$ cat src/design/hub_pin_pkg.sv
package hub_pin_pkg;

  // ---------------------------------------------------------------
  // timing
  // ---------------------------------------------------------------
  localparam int CLK_HZ          = 20_000_000;
  localparam int STRAP_WIN_NS    = 20_000;      // strap sampled within 20 us
  localparam int OUT_MIN_MS      = 50;          // pin turns output 50..60 ms
  localparam int OUT_MAX_MS      = 60;
  localparam int STRAP_CYC       = (STRAP_WIN_NS / 1000) * (CLK_HZ / 1_000_000);
  localparam int OUT_MIN_CYC     = OUT_MIN_MS * (CLK_HZ / 1000);
  localparam int OUT_MAX_CYC     = OUT_MAX_MS * (CLK_HZ / 1000);
  // strap is taken halfway into the window, output at midpoint
  localparam int STRAP_AT_CYC    = STRAP_CYC / 2;
  localparam int OUT_AT_CYC      = (OUT_MIN_CYC + OUT_MAX_CYC) / 2;

  // ---------------------------------------------------------------
  // register port
  // ---------------------------------------------------------------
  localparam int ADDR_W          = 4;
  localparam int DATA_W          = 32;
  localparam logic [3:0] REG_CTRL   = 4'h0;
  localparam logic [3:0] REG_STATUS = 4'h1;
  localparam logic [3:0] REG_IRQ    = 4'h2;
  localparam logic [3:0] REG_MASK   = 4'h3;
  localparam logic [3:0] REG_ID     = 4'h4;

  // ctrl fields
  localparam int CTRL_SUSPEND    = 0;
  localparam int CTRL_PWR_ON     = 1;
  localparam int CTRL_EEPROM     = 2;

  // irq bit positions: 0..3 overcurrent per port, 4 suspend entered
  localparam int NPORT           = 4;
  localparam int IRQ_W           = 5;
  localparam int IRQ_SUSP        = 4;

  localparam logic [31:0] ID_VALUE = 32'h0000_1234;  // arbitrary value

  typedef enum logic [1:0] {PH_STRAP, PH_WAIT, PH_RUN} phase_t;

endpackage

$ cat src/design/hub_port_power_pin_control.sv
`timescale 1ns/100ps
// How it works
// (RL1) reset pin low clears all core state except warm, which stays 2'b11; the pin synchronisers keep running
// (RL2) power select low means bus powered, high means self powered
// (RL3) mode pin stays input after reset so the strap can be read
// (RL4) gang strap: later drive pin low in normal, high in suspend
// (RL5) individual strap: later drive pin high in normal operation
// (RL6) individual strap: drive pin low while globally suspended
// (RL7) test select low is normal, high enters test mode
// (RL8) port power enable output is active low by default
// (RL9) shared power/eeprom pin serves one function only
// (RL10) with eeprom present the shared pin stays the data line
// (RL11) outside switches pull a port's overcurrent input low
// (RL12) gang mode acts on port 1 overcurrent only
// (RL13) mode strap is sampled within 20 us after reset
// (RL14) pin becomes output 50 to 60 ms after reset; suspend shown
module hub_port_power_pin_control
  import hub_pin_pkg::*;
#(
  parameter int STRAP_AT = STRAP_AT_CYC,
  parameter int OUT_AT   = OUT_AT_CYC
) (
  input  wire logic              clk,
  input  wire logic              rst,
  input  wire logic              ce,
  input  wire logic              reset_n,
  input  wire logic              power_source_select,
  input  wire logic              test_select,
  input  wire logic              mode_pin_in,
  output logic                   mode_pin_out,
  output logic                   mode_pin_oe_n,
  input  wire logic [NPORT-1:0]  overcurrent_n,
  input  wire logic              share_pin_in,
  output logic                   port_power_enable_n,
  output logic                   share_pin_oe_n,
  output logic                   eeprom_sda_in,
  input  wire logic              eeprom_sda_out,
  input  wire logic              eeprom_sda_oe_n,
  input  wire logic              global_suspend,
  output logic                   self_powered,
  output logic                   test_mode,
  output logic                   gang_mode,
  output logic [NPORT-1:0]       port_overcurrent,
  input  wire logic [ADDR_W-1:0] addr,
  input  wire logic [DATA_W-1:0] wdata,
  input  wire logic              wr,
  input  wire logic              rd,
  output logic      [DATA_W-1:0] rdata,
  output logic                   irq
);

  // ---------------------------------------------------------------
  // pin synchronisers
  // ---------------------------------------------------------------
  localparam int SW = NPORT + 5;
  logic [SW-1:0] pins_s;
  logic          rst_pin_s;
  logic          psel_s;
  logic          test_s;
  logic          mode_s;
  logic [NPORT-1:0] ovc_s;
  logic          share_s;

  // pins with pull-ups read as high through reset, hence these idle levels
  pin_sync #(
    .W (SW)
  ) u_sync (
    .clk     (clk),
    .rst     (rst),
    .ce      (ce),
    .d       ({share_pin_in, overcurrent_n, mode_pin_in, test_select,
               power_source_select, reset_n}),
    .rst_val ({1'b1, {NPORT{1'b1}}, 1'b0, 1'b0, 1'b0, 1'b1}),
    .q       (pins_s)
  );

  assign rst_pin_s = pins_s[0];
  assign psel_s    = pins_s[1];
  assign test_s    = pins_s[2];
  assign mode_s    = pins_s[3];
  assign ovc_s     = pins_s[4 +: NPORT];
  assign share_s   = pins_s[SW-1];

  // synchronised pin reads high for two edges after rst; warm holds the pin reset off for three
  logic pin_reset_seen;

  // ---------------------------------------------------------------
  // state
  // ---------------------------------------------------------------
  typedef struct packed {
    phase_t             phase;
    logic [31:0]        cnt;
    logic               gang;
    logic               pin_out_en;
    logic               self_pwr;
    logic               test;
    logic               susp_d;
    logic [NPORT-1:0]   ovc;
    logic [NPORT-1:0]   ovc_d;
    logic [2:0]         ctrl;
    logic [IRQ_W-1:0]   stat;
    logic [IRQ_W-1:0]   mask;
    logic [DATA_W-1:0]  rdata;
    logic [1:0]         warm;
  } core_t;

  core_t st_ff;
  core_t nxt_st;

  // reads status bits packed into one word
  function automatic logic [DATA_W-1:0] status_word(input core_t s);
    status_word = '0;
    status_word[0]           = s.self_pwr;
    status_word[1]           = s.test;
    status_word[2]           = s.gang;
    status_word[3]           = s.pin_out_en;
    status_word[4 +: NPORT]  = s.ovc;
    status_word[8 +: 2]      = s.phase;
  endfunction

  assign pin_reset_seen = (st_ff.warm == 2'b11) && !rst_pin_s;

  logic             eeprom_present;
  logic [NPORT-1:0] ovc_live;
  logic [IRQ_W-1:0] events;
  logic             susp_now;

  assign eeprom_present = st_ff.ctrl[CTRL_EEPROM];
  assign susp_now       = global_suspend | st_ff.ctrl[CTRL_SUSPEND];

  // gang mode masks ports 2..4; their pins are simply not looked at
  always_comb begin
    ovc_live = ~ovc_s;                                    // [RL11]
    if (st_ff.gang) begin
      ovc_live[NPORT-1:1] = '0;                           // [RL12]
    end
  end

  assign events = {susp_now & ~st_ff.susp_d, ovc_live & ~st_ff.ovc_d};

  // ---------------------------------------------------------------
  // next state
  // ---------------------------------------------------------------
  always_comb begin
    nxt_st       = st_ff;
    nxt_st.rdata = '0;
    if (ce) begin
      if (st_ff.warm != 2'b11) begin
        nxt_st.warm = st_ff.warm + 2'd1;
      end
      nxt_st.self_pwr = psel_s;                           // [RL2]
      nxt_st.test     = test_s;                           // [RL7]
      nxt_st.ovc      = ovc_live;
      nxt_st.ovc_d    = ovc_live;
      nxt_st.susp_d   = susp_now;
      nxt_st.cnt      = st_ff.cnt + 32'd1;

      unique case (st_ff.phase)
        PH_STRAP: begin
          nxt_st.pin_out_en = 1'b0;                       // [RL3]
          if (st_ff.cnt == 32'(STRAP_AT)) begin
            nxt_st.gang  = mode_s;                        // [RL13]
            nxt_st.phase = PH_WAIT;
          end
        end
        PH_WAIT: begin
          if (st_ff.cnt == 32'(OUT_AT)) begin
            nxt_st.pin_out_en = 1'b1;                     // [RL14]
            nxt_st.phase      = PH_RUN;
          end
        end
        PH_RUN: begin
          nxt_st.cnt = st_ff.cnt;
        end
        // unused phase code: restart the strap window
        default: begin
          nxt_st.phase = PH_STRAP;
          nxt_st.cnt   = '0;
        end
      endcase

      // sticky status: set wins over write-one-to-clear
      if (wr && addr == REG_IRQ) begin
        nxt_st.stat = st_ff.stat & ~wdata[IRQ_W-1:0];
      end
      nxt_st.stat = nxt_st.stat | events;

      if (wr && addr == REG_CTRL) begin
        nxt_st.ctrl = wdata[2:0];
      end
      if (wr && addr == REG_MASK) begin
        nxt_st.mask = wdata[IRQ_W-1:0];
      end

      if (rd) begin
        unique case (addr)
          REG_CTRL:   nxt_st.rdata = DATA_W'(st_ff.ctrl);
          REG_STATUS: nxt_st.rdata = status_word(st_ff);
          REG_IRQ:    nxt_st.rdata = DATA_W'(st_ff.stat);
          REG_MASK:   nxt_st.rdata = DATA_W'(st_ff.mask);
          REG_ID:     nxt_st.rdata = ID_VALUE;
          default:    nxt_st.rdata = '0;
        endcase
      end
    end
  end

  // ---------------------------------------------------------------
  // registers; once synchronised the reset pin clears the core state like rst, but loads warm with 2'b11
  // ---------------------------------------------------------------
  always_ff @(posedge clk) begin
    if (rst) begin
      st_ff <= '0;
    end else if (pin_reset_seen) begin
      st_ff      <= '0;                                   // [RL1]
      st_ff.warm <= 2'b11;
    end else begin
      st_ff <= nxt_st;
    end
  end

  // ---------------------------------------------------------------
  // outputs
  // ---------------------------------------------------------------
  logic mode_level;

  // gang: low normal, high suspend; individual: high normal, low suspend
  always_comb begin
    if (st_ff.gang) begin
      mode_level = susp_now;                              // [RL4]
    end else begin
      mode_level = !susp_now;                             // [RL5] [RL6]
    end
  end

  assign mode_pin_out  = mode_level;
  assign mode_pin_oe_n = !st_ff.pin_out_en;               // [RL3] [RL14]

  // shared pin: either eeprom data or power enable, never both
  always_comb begin
    if (eeprom_present) begin
      port_power_enable_n = eeprom_sda_out;               // [RL10]
      share_pin_oe_n      = eeprom_sda_oe_n;
      eeprom_sda_in       = share_s;
    end else begin
      port_power_enable_n = !st_ff.ctrl[CTRL_PWR_ON];     // [RL8]
      share_pin_oe_n      = 1'b0;                         // [RL9]
      eeprom_sda_in       = 1'b1;
    end
  end

  assign self_powered     = st_ff.self_pwr;
  assign test_mode        = st_ff.test;
  assign gang_mode        = st_ff.gang;
  assign port_overcurrent = st_ff.ovc;
  assign rdata            = st_ff.rdata;
  assign irq              = |(st_ff.stat & st_ff.mask);
endmodule

$ cat src/design/pin_sync.sv
`timescale 1ns/100ps
// ---------------------------------------------------------------
// two-stage synchroniser for a bundle of pin levels
// ---------------------------------------------------------------
module pin_sync #(
  parameter int W = 1
) (
  input  wire logic         clk,
  input  wire logic         rst,
  input  wire logic         ce,
  input  wire logic [W-1:0] d,
  input  wire logic [W-1:0] rst_val,
  output logic      [W-1:0] q
);
  typedef struct packed {
    logic [W-1:0] s1;
    logic [W-1:0] s2;
  } sync_t;

  sync_t st_ff;
  sync_t nxt_st;

  // first stage feeds only the second
  always_comb begin
    nxt_st = st_ff;
    if (ce) begin
      nxt_st.s1 = d;
      nxt_st.s2 = st_ff.s1;
    end
  end

  // both stages start at the pin's idle level, so no false edge follows reset
  always_ff @(posedge clk) begin
    if (rst) begin
      st_ff <= {rst_val, rst_val};
    end else begin
      st_ff <= nxt_st;
    end
  end

  assign q = st_ff.s2;
endmodule

$ cat config.mk
export PLATFORM = sky130hd
export DESIGN_NAME = hub_port_power_pin_control
export DESIGN_NICKNAME = d
export VERILOG_FILES = /design/src/design/hub_pin_pkg.sv /design/src/design/hub_port_power_pin_control.sv /design/src/design/pin_sync.sv
export SDC_FILE = /design/constraint.sdc
export NUM_CORES = 1
export LEC_CHECK = 0
export BUFFER_PORTS_ARGS = -buffer_cell sky130_fd_sc_hd__buf_2
export CAP_MARGIN = 30
export CORE_MARGIN = 5
export CORE_UTILIZATION = 49
export CTS_CLUSTER_DIAMETER = 60
export CTS_CLUSTER_SIZE = 20
export DETAILED_ROUTE_END_ITERATION = 8
export PLACE_DENSITY = 0.76
export SLEW_MARGIN = 20
export SYNTH_ARGS = -nofsm -noshare
export SYNTH_HDL_FRONTEND = slang
export SYNTH_SLANG_ARGS = --single-unit
$ cat constraint.sdc
create_clock -name clk -period 1.7 [get_ports clk]
set_clock_uncertainty 0.05 [all_clocks]
set_input_delay 0.085 -clock clk [delete_from_list [all_inputs] [get_ports clk]]
set_output_delay 0.085 -clock clk [all_outputs]
set_load 0.02 [all_outputs]
== Word-level counts from Yosys, hierarchy flattened ==
Index checks and enable logic that the tools add are counted.
Word-level totals
  register bits after elaboration: 108
  latch bits: 0
  memory bits (writable): 0
  bits in read-only memories: 0
  output and inout bits: 45
  memories: 0
Operators by class
  add/subtract/negate cells: 2
  multiply operators: 0
  div/mod/pow operators: 0
  order comparisons: 0
  equal/unequal tests: 12
  shifts and indexed selects: 0
  mux-type cells: 17
  bitwise logic cells: 13
  reductions and logical operators: 24
Operators with widths (count)
  $pmux W13 S5: 1
  $pmux W32 S2: 1
  $add A32 B1 Y32 const B: 1
  $eq A32 B21 Y1 const B: 1
  $eq A32 B8 Y1 const B: 1
  $and A5 B5 Y5: 2
  $mux W2: 5
  $mux W5: 2
  $eq A4 B2 Y1 const B: 2
  $not A4 Y4: 2
  $reduce_and A2 Y1: 4
  $ne A2 B2 Y1 const B: 3
  $pmux W2 S3: 1
  $reduce_and A3 Y1: 2
  $reduce_bool A2 Y1: 3
  $mux W1: 5
  $not A5 Y5: 1
  $or A5 B5 Y5: 1
  $reduce_or A5 Y1: 1
  $and A4 B4 Y4: 1
  $eq A2 B2 Y1 const B: 2
  $eq A4 B1 Y1 const B: 1
  $eq A4 B3 Y1 const B: 1
  $logic_and A1 B1 Y1: 4
  other kinds (13): 20

== Depth between registers and ports, before layout ==
Gate-level depths: netlist (run 1).
  word-level depth: 5
  mapped depth: 7

== Cells and area by module ==
A second synthesis (run 1) with hierarchy kept.
Second synthesis, totals
  cells, all modules: 455
  area, all modules: 4270.3 um^2
By module, submodules not included
  hub_port_power_pin_control: instances 1, cells an instance 416, area each 3455.8 um^2
  pin_sync: instances 1, cells an instance 39, area each 814.5 um^2

== Worst setup path before layout (run 1) ==
No wires, ideal clock.
  path type: register to register
  from: register st_ff[0] in the netlist's numbering
  to: register st_ff[63] in the netlist's numbering
  library setup time: 0.128 ns
  arrival time: 1.470 ns
  setup slack: 0.053 ns
  stages on the path, launching flop included: 8
  path buffers: 2
  period minus slack after synthesis: 1.647 ns
  cell sequence: dfxtp_1 -> ha_1 -> nand2b_1 -> and2_1 -> buf_2 -> nand2_1 -> clkbuf_1 -> nor2_1
On the way
  word-level cells in the longest chain between the ends: 3
RTL lines
  start, declared: RTL line hub_port_power_pin_control.sv:107  | core_t st_ff;
  start signal, assigned: RTL line hub_port_power_pin_control.sv:218  | st_ff <= nxt_st;
  $eq A2 B2 Y1: RTL line hub_port_power_pin_control.sv:121  | assign pin_reset_seen = (st_ff.warm == 2'b11) && !rst_pin_s;
  $logic_and A1 B1 Y1: RTL line hub_port_power_pin_control.sv:121
  $reduce_or A2 Y1 (no line)
Every way passes these cells.
A chain may end at the register's enable or synchronous reset.

== Worst setup path after layout (run 1) ==
  from: register st_ff[64] in the netlist's numbering
  to: register st_ff[87] in the netlist's numbering
On the way
  word-level cells in the longest chain between the ends: 2
RTL lines
  $add A32 B1 Y32: RTL line hub_port_power_pin_control.sv:156  | nxt_st.cnt = st_ff.cnt + 32'd1;
  $pmux W32 S2: RTL line hub_port_power_pin_control.sv:158  | unique case (st_ff.phase)
Every way passes these cells.

==> flow_summary_export.csv, run 1 <==
group,metric,value,unit
logic_synthesis,synth_top_family_by_area,"simple AND/OR/NAND/NOR gates",
global_route,antenna_found_initial,0,
logic_synthesis,synthXorXnorAreaFrac,0.00615,
critical_path,critPathLaunchType,"flop",
global_route,grt_pass1_wl,16200,um
critical_path,worstReg2RegEnd,"st_ff[87]",
run,max-cap-violations,0,
die,die_y,103,um
global_route,grt_overflow_total,0,
pwr,p_int,2.80,mW
pwr,seq_power_share,0.543,
logic_synthesis,synthAdderAreaFrac,0.00878,
die,rows,34,
min_path,min_path_type,"in2reg",
logic_synthesis,yosysSeqAreaShare,0.407,
die,start_util,0.497,
pwr,swShare,0.277,
drt,drc_errors,0,
critical_path,cp-end-kind,"flop",
sta,final-setup-viol-count,1,
sta,fin_crit,1730,ps
final_layout,drive_above_1_share,0.281,
logic_synthesis,synthMuxAreaShare,0.109,
pwr,power_frac_comb,0.090,
logic_synthesis,async_flop_share,0,
sta,hold_slack,42.8,ps
pwr,p_per_area,727,nW/um2
critical_path,reg2reg_depth,6,
logic_synthesis,synth_edf_count,0,
die,coreArea,8590,um2
critical_path,cp_max_fo,7,
clocking,cts.sinks,87,
clocking,cts_buffers,9,
final_layout,fin_nets,627,
outcome,violations,"negative setup slack",
min_path,hp-start,"addr[2]",
drt,drt_iter0_markers,172,
die,io_pins,98,
pwr,switching_power,1.07,mW
min_path,whs_path_depth,3,
critical_path,cp_top_family,"compound AO/OA/AOI/OAI gates",
critical_path,cp_data_arrival_time,1900,ps
clocking,htreeDepth,3,
critical_path,rrSetupSlack,-30,ps
place,hpwlAfterDp,7220,um
final_layout,antenna_cells,0,
logic_synthesis,synth-warning-count,0,
logic_synthesis,ys.flop_type,"dfxtp_1",
logic_synthesis,yosysUniqueCellTypes,53,
critical_path,required,1870,ps
logic_synthesis,netlist_area,4270,um2
sta,report.final.hold_viol_count,0,
place,port_buffers,49,
critical_path,worstSetupPathType,"reg2reg",
pwr,clkPwrFrac,0.367,
global_route,grt_max_degree,26,
final_layout,synthToLayoutAreaGrowth,24.7,%
global_route,grt_pass1_vias,3409,
logic_synthesis,synth_area_leaders,"dfxtp_1, mux2i_1, buf_4, nand2_1, nor2_1",
sta,slew_violations,0,
drt,wire_per_inst,14.8,um
place,gp_congestion,0.898,
logic_synthesis,synth.top_cell.area_share,0.407,
sta,fin_ws,-27.1,ps
critical_path,r2r-start,"st_ff[64]",
sta,fin_setup_tns,-27.1,ps
critical_path,slowest_stage,"o31ai_1",
clocking,clk_path_buf_depth,2,
drt,dr_total_vias,3747,
clocking,clk_pin_slew,90,ps
logic_synthesis,synthSimpleGateAreaFrac,0.263,
sta,rsz0062_at_grt,"yes",
min_path,hold-path-endpoint,"rdata[12]",
clocking,clock_latency,360,ps
outcome,outcome,"finished, violations left",
logic_synthesis,synth_seq_cells,87,
die,dieArea,10700,um2
logic_synthesis,synth_cells,478,
pwr,p_leak,2.19,nW
pwr,peakVddDrop,0.374,mV
sta,fmax,0.579,GHz
die,die_w,103,um
logic_synthesis,synth_top_area_cell,"dfxtp_1",
global_route,track_usage,0.193,
critical_path,timing.critical_path.buf_inv,2,
logic_synthesis,synth_compound_area_frac,0.109,
drt,first_pass_iters,4,
clocking,cts-root-buf,"clkbuf_8",
clocking,cts_tree,"yes",
drt,postRouteAntennaNets,0,
drt,viasPerCell,5.48,
critical_path,slowest_delay,430,ps
drt,wl,10100,um
sta,fin_crit_sh,1.02,
critical_path,crit_chain,"and3_4 > buf_12 > nand4_4 > buf_4 > o31ai_1 > a21oi_2",
logic_synthesis,synth.avg_cell_area,8.94,um2
-- final cells by class --
| class | count | area [um2] |
|---|---|---|
| repair buffers | 121 | 913 |
| flip-flops and latches | 87 | 1760 |
| clock inverters | 7 | 72.6 |
| multi-input cells | 345 | 2300 |
| clock buffers | 9 | 124 |
| well taps | 108 | 135 |
| inverters | 7 | 26.3 |
| fillers | 741 | 3260 |
-- how the worst max path moves through the flow --
stage / from / endpoint / slack (ps) / cells after the start
3_3_place_gp: st_ff[72] / st_ff[83] / -20 / 5
5_1_grt: st_ff[64] / st_ff[87] / -120 / 6
6_report: st_ff[64] / st_ff[87] / -30 / 6
2_1_floorplan: st_ff[0] / st_ff[63] / 50 / 7
3_5_place_dp: st_ff[61] / st_ff[88] / -80 / 6
4_1_cts: st_ff[83] / st_ff[93] / -6 / 4
-- cells by family (layout without fill, tap and decap cells) --
group / count (synthesis) / after routing
compound gates: 73 / 73
buf+inv: 66 / 144
flops: 87 / 87
xor+xnor: 3 / 3
mux: 44 / 44
simple gates: 201 / 201
other cells: 1 / 21
fa+ha+maj: 3 / 3
-- layout by cell type, fill, tap and decap left out, drive strengths merged, types with 3 or more instances in the layout --
master,count
clkbuf,9
nor3,8
nor4,14
xor2,3
nand2b,17
a21boi,6
o21ai,10
a21oi,26
or4,16
mux2i,40
a22oi,4
o21a,6
and2,8
nand3b,4
ha,3
dlygate4sd3,18
and4,5
or3,4
nor2b,5
dfxtp,87
buf,103
nand3,11
nor2,40
nand4,10
conb,21
inv,11
o31ai,13
nand2,44
and3,8
-- power by group through the flow --
| stage | sequential (mW) | combinational (mW) | clock, mW |
|---|---|---|---|
| 2_1_floorplan | 2.14 | 0.252 | 0 |
| 3_3_place_gp | 2.15 | 0.293 | 0 |
| 3_5_place_dp | 2.15 | 0.304 | 0 |
| 4_1_cts | 2.10 | 0.338 | 1.44 |
| 5_1_grt | 2.11 | 0.384 | 1.55 |
| 6_report | 2.11 | 0.347 | 1.42 |
-- worst reg2reg max path, stage by stage, from the launching register on --
cell and delay, ps:
dfxtp_2 370, and3_4 220, buf_12 100, nand4_4 130, buf_4 180, o31ai_1 430, a21oi_2 130
-- synthesized netlist by cell type (2+ instances only) --
cell type  number
a22oi_1         4
nor2b_1         5
o21a_1          6
ha_1            3
a21boi_0        6
nor4b_1         2
or3_1           4
and4_1          5
nand3b_1        4
and3_1          6
nand2b_1       17
nand4_1         9
buf_4          39
nand2_1        43
nor3_1          8
o21ai_0        10
nor2_1         40
nor3b_1         2
dfxtp_1        87
xor2_1          3
mux2i_1        40
or4_1          15
and2_1          8
nor4_1         13
mux4_2          2
mux2_2          2
clkbuf_1       11
o31ai_1        13
inv_1           6
buf_2           7
a21oi_1        26
a21o_1          2
nand3_1        10
-- routing by layer --
metal,GRT usage,share of wire,up-vias
li1,-,-,1846
met1,0.267,0.45,1759
met2,0.302,0.46,119
met3,0.0349,0.064,23
met4,0.0717,0.027,0
met5,0,0,-
-- state kept, by name (all words and copies together) (netlist names) --
register / cells
u_sync.st_ff: 9
rdata: 11
st_ff: 54
u_sync.q: 9
test_mode: 1
self_powered: 1
eeprom_present: 1
gang_mode: 1
-- stage by stage --
step           setup slack [ps]   util  instance area (um2)  instances  total power [mW]
2_1_floorplan              52.6      -                 4350        498              2.39
3_3_place_gp              -16.8  0.556                 4780        644              2.44
3_5_place_dp              -76.9  0.556                 4780        644              2.45
4_1_cts                   -6.09  0.606                 5210        680              3.88
5_1_grt                    -116  0.620                 5330        684              4.05
6_report                  -27.1  0.620                 5330        684              3.87
-- repair_timing --
item | 4_1_cts | 5_1_grt
buffers inserted | 2 | 4
hold buffers | 18 | 0
endpoints found under the hold margin | 22 | 0
pin swaps | 2 | 8
gates resized for setup | 13 | 24
setup endpoints to repair | 16 | 25
No activity file was read; power rests on OpenSTA's default activity.
==> run 2, diff against run 1 <==
--- a/config.mk
+++ b/config.mk
@@ -13,6 +13,7 @@
 export CTS_CLUSTER_SIZE = 20
 export DETAILED_ROUTE_END_ITERATION = 8
 export PLACE_DENSITY = 0.76
+export RECOVER_POWER = 50
 export SLEW_MARGIN = 20
 export SYNTH_ARGS = -nofsm -noshare
 export SYNTH_HDL_FRONTEND = slang
==> flow_summary_export.csv, run 2 (synthesis gave the netlist of run 1 again) <==
group,metric,value,unit
run,max-cap-violations,0,
critical_path,required,1870,ps
sta,final-setup-viol-count,1,
die,die_y,103,um
critical_path,worstSetupPathType,"reg2reg",
drt,wl,10200,um
sta,fin_ws,-9.44,ps
drt,drt_iter0_markers,190,
drt,route.met2.wl,4760,um
pwr,p_leak,2.09,nW
clocking,clock_latency,360,ps
drt,wire_per_inst,14.9,um
min_path,min_path_type,"in2reg",
clocking,cts_tree,"yes",
final_layout,final_area,5290,um2
critical_path,cp_max_fo,7,
final_layout,mostFrequentLayoutCells,"dfxtp_1, nand2_1, buf_4, nor2_1, mux2i_1",
sta,slew_violations,0,
final_layout,antenna_cells,0,
drt,first_pass_iters,4,
global_route,grt_max_degree,26,
final_layout,largest_reg_flops,54,
drt,viasPerCell,5.47,
global_route,track_usage,0.193,
critical_path,critPathLaunchType,"flop",
final_layout,final_common_cell,"dfxtp_1",
die,io_pins,98,
critical_path,cp-end-kind,"flop",
drt,dr_total_vias,3739,
sta,report.final.hold_viol_count,0,
sta,fin_crit_sh,1.01,
place,hpwlAfterDp,7220,um
outcome,outcome,"finished, violations left",
global_route,antenna_found_initial,0,
die,coreArea,8590,um2
clocking,clk_path_buf_depth,2,
die,rows,34,
sta,fmax,0.585,GHz
sta,worst_pin_slew,502,ps
pwr,p_per_area,732,nW/um2
final_layout,final_util,0.615,
pwr,peakVddDrop,0.375,mV
sta,rsz0062_at_grt,"yes",
place,port_buffers,49,
drt,highest_layer,"met4",
die,die_w,103,um
drt,postRouteAntennaNets,0,
global_route,grt_pass1_wl,16200,um
place,place_area,4780,um2
die,start_util,0.497,
sta,hold_slack,46.9,ps
drt,dr_wl_met3,687,um
clocking,cts-root-buf,"clkbuf_8",
clocking,cts.sinks,87,
pwr,p_total,3.87,mW
die,dieArea,10700,um2
drt,wl_met1,4500,um
global_route,grt_pass1_vias,3409,
clocking,cts_buffers,9,
final_layout,drive_above_1_share,0.240,
sta,max_slew_margin,0.665,
final_layout,fin_nets,627,
clocking,htreeDepth,3,
global_route,grt_overflow_total,0,
drt,drc_errors,0,
final_layout,largest_register,"st_ff",
final_layout,synthToLayoutAreaGrowth,23.7,%
critical_path,cp_data_arrival_time,1880,ps
clocking,clk_pin_slew,90,ps
place,gp_congestion,0.898,
sta,fin_crit,1710,ps
outcome,violations,"negative setup slack",
[run 2: cell count changes in the layout (fill, tap and decap cells not counted), sizes merged]
cell / previous run / this run
buf: 103 / 76
clkbuf: 9 / 36
[run 2: routing by layer]
layer	vias to the layer above	GRT usage
li1	1846	-
met4	0	0.0717
met5	-	0
met2	123	0.302
met3	20	0.0349
met1	1750	0.267
[run 2: area by class of cell]
type                            instances  area, um2
Clock buffer                            9        124
Tap cell                              108        135
Fill cell                             751       3310
Inverter                                7       26.3
Timing Repair Buffer                  121        877
Multi-Input combinational cell        345       2290
Clock inverter                          7       72.6
Sequential cell                        87       1760
[run 2: final timing paths]
check / from / endpoint / slack, ps / depth (start not counted)
worst max-delay path: st_ff[64] / st_ff[87] / -9 / 6
worst min-delay path: addr[2] / rdata[12] / 50 / 3
worst min register to register: st_ff[91] / st_ff[91] / 420 / 2
worst max register to register: st_ff[64] / st_ff[87] / -9 / 6
[run 2: repair_timing]
| item | CTS | global route |
|---|---|---|
| endpoints found under the hold margin | 22 | 0 |
| hold buffers | 18 | 0 |
| cloned | 0 | 0 |
| endpoints found under the setup margin | 16 | 25 |
| buffers inserted | 2 | 4 |
| resized for setup | 13 | 24 |
| pin swaps | 2 | 8 |
[run 2: power by group]
group	leakage [nW]	internal, mW	switching, mW	total, mW
combinational	1.28	0.142	0.201	0.343
clock	0.0974	0.579	0.842	1.42
sequential	0.711	2.08	0.0297	2.11
total	2.09	2.80	1.07	3.87
[run 2: through the flow]
step                      cells  worst slack (ps)  setup TNS (ps)
after CTS                   680             -6.09           -6.09
after global routing        684              -116            -223
after floorplan             498              52.6               0
final                       684             -9.44           -9.44
after detailed placement    644             -76.9            -290
after global placement      644             -16.8           -16.8
[run 2: critical path, cell delays in order (launching register included)]
cell and delay (ps):
dfxtp_2 370, and3_4 220, buf_12 100, nand4_4 120, buf_4 170, o31ai_1 420, a21oi_2 120
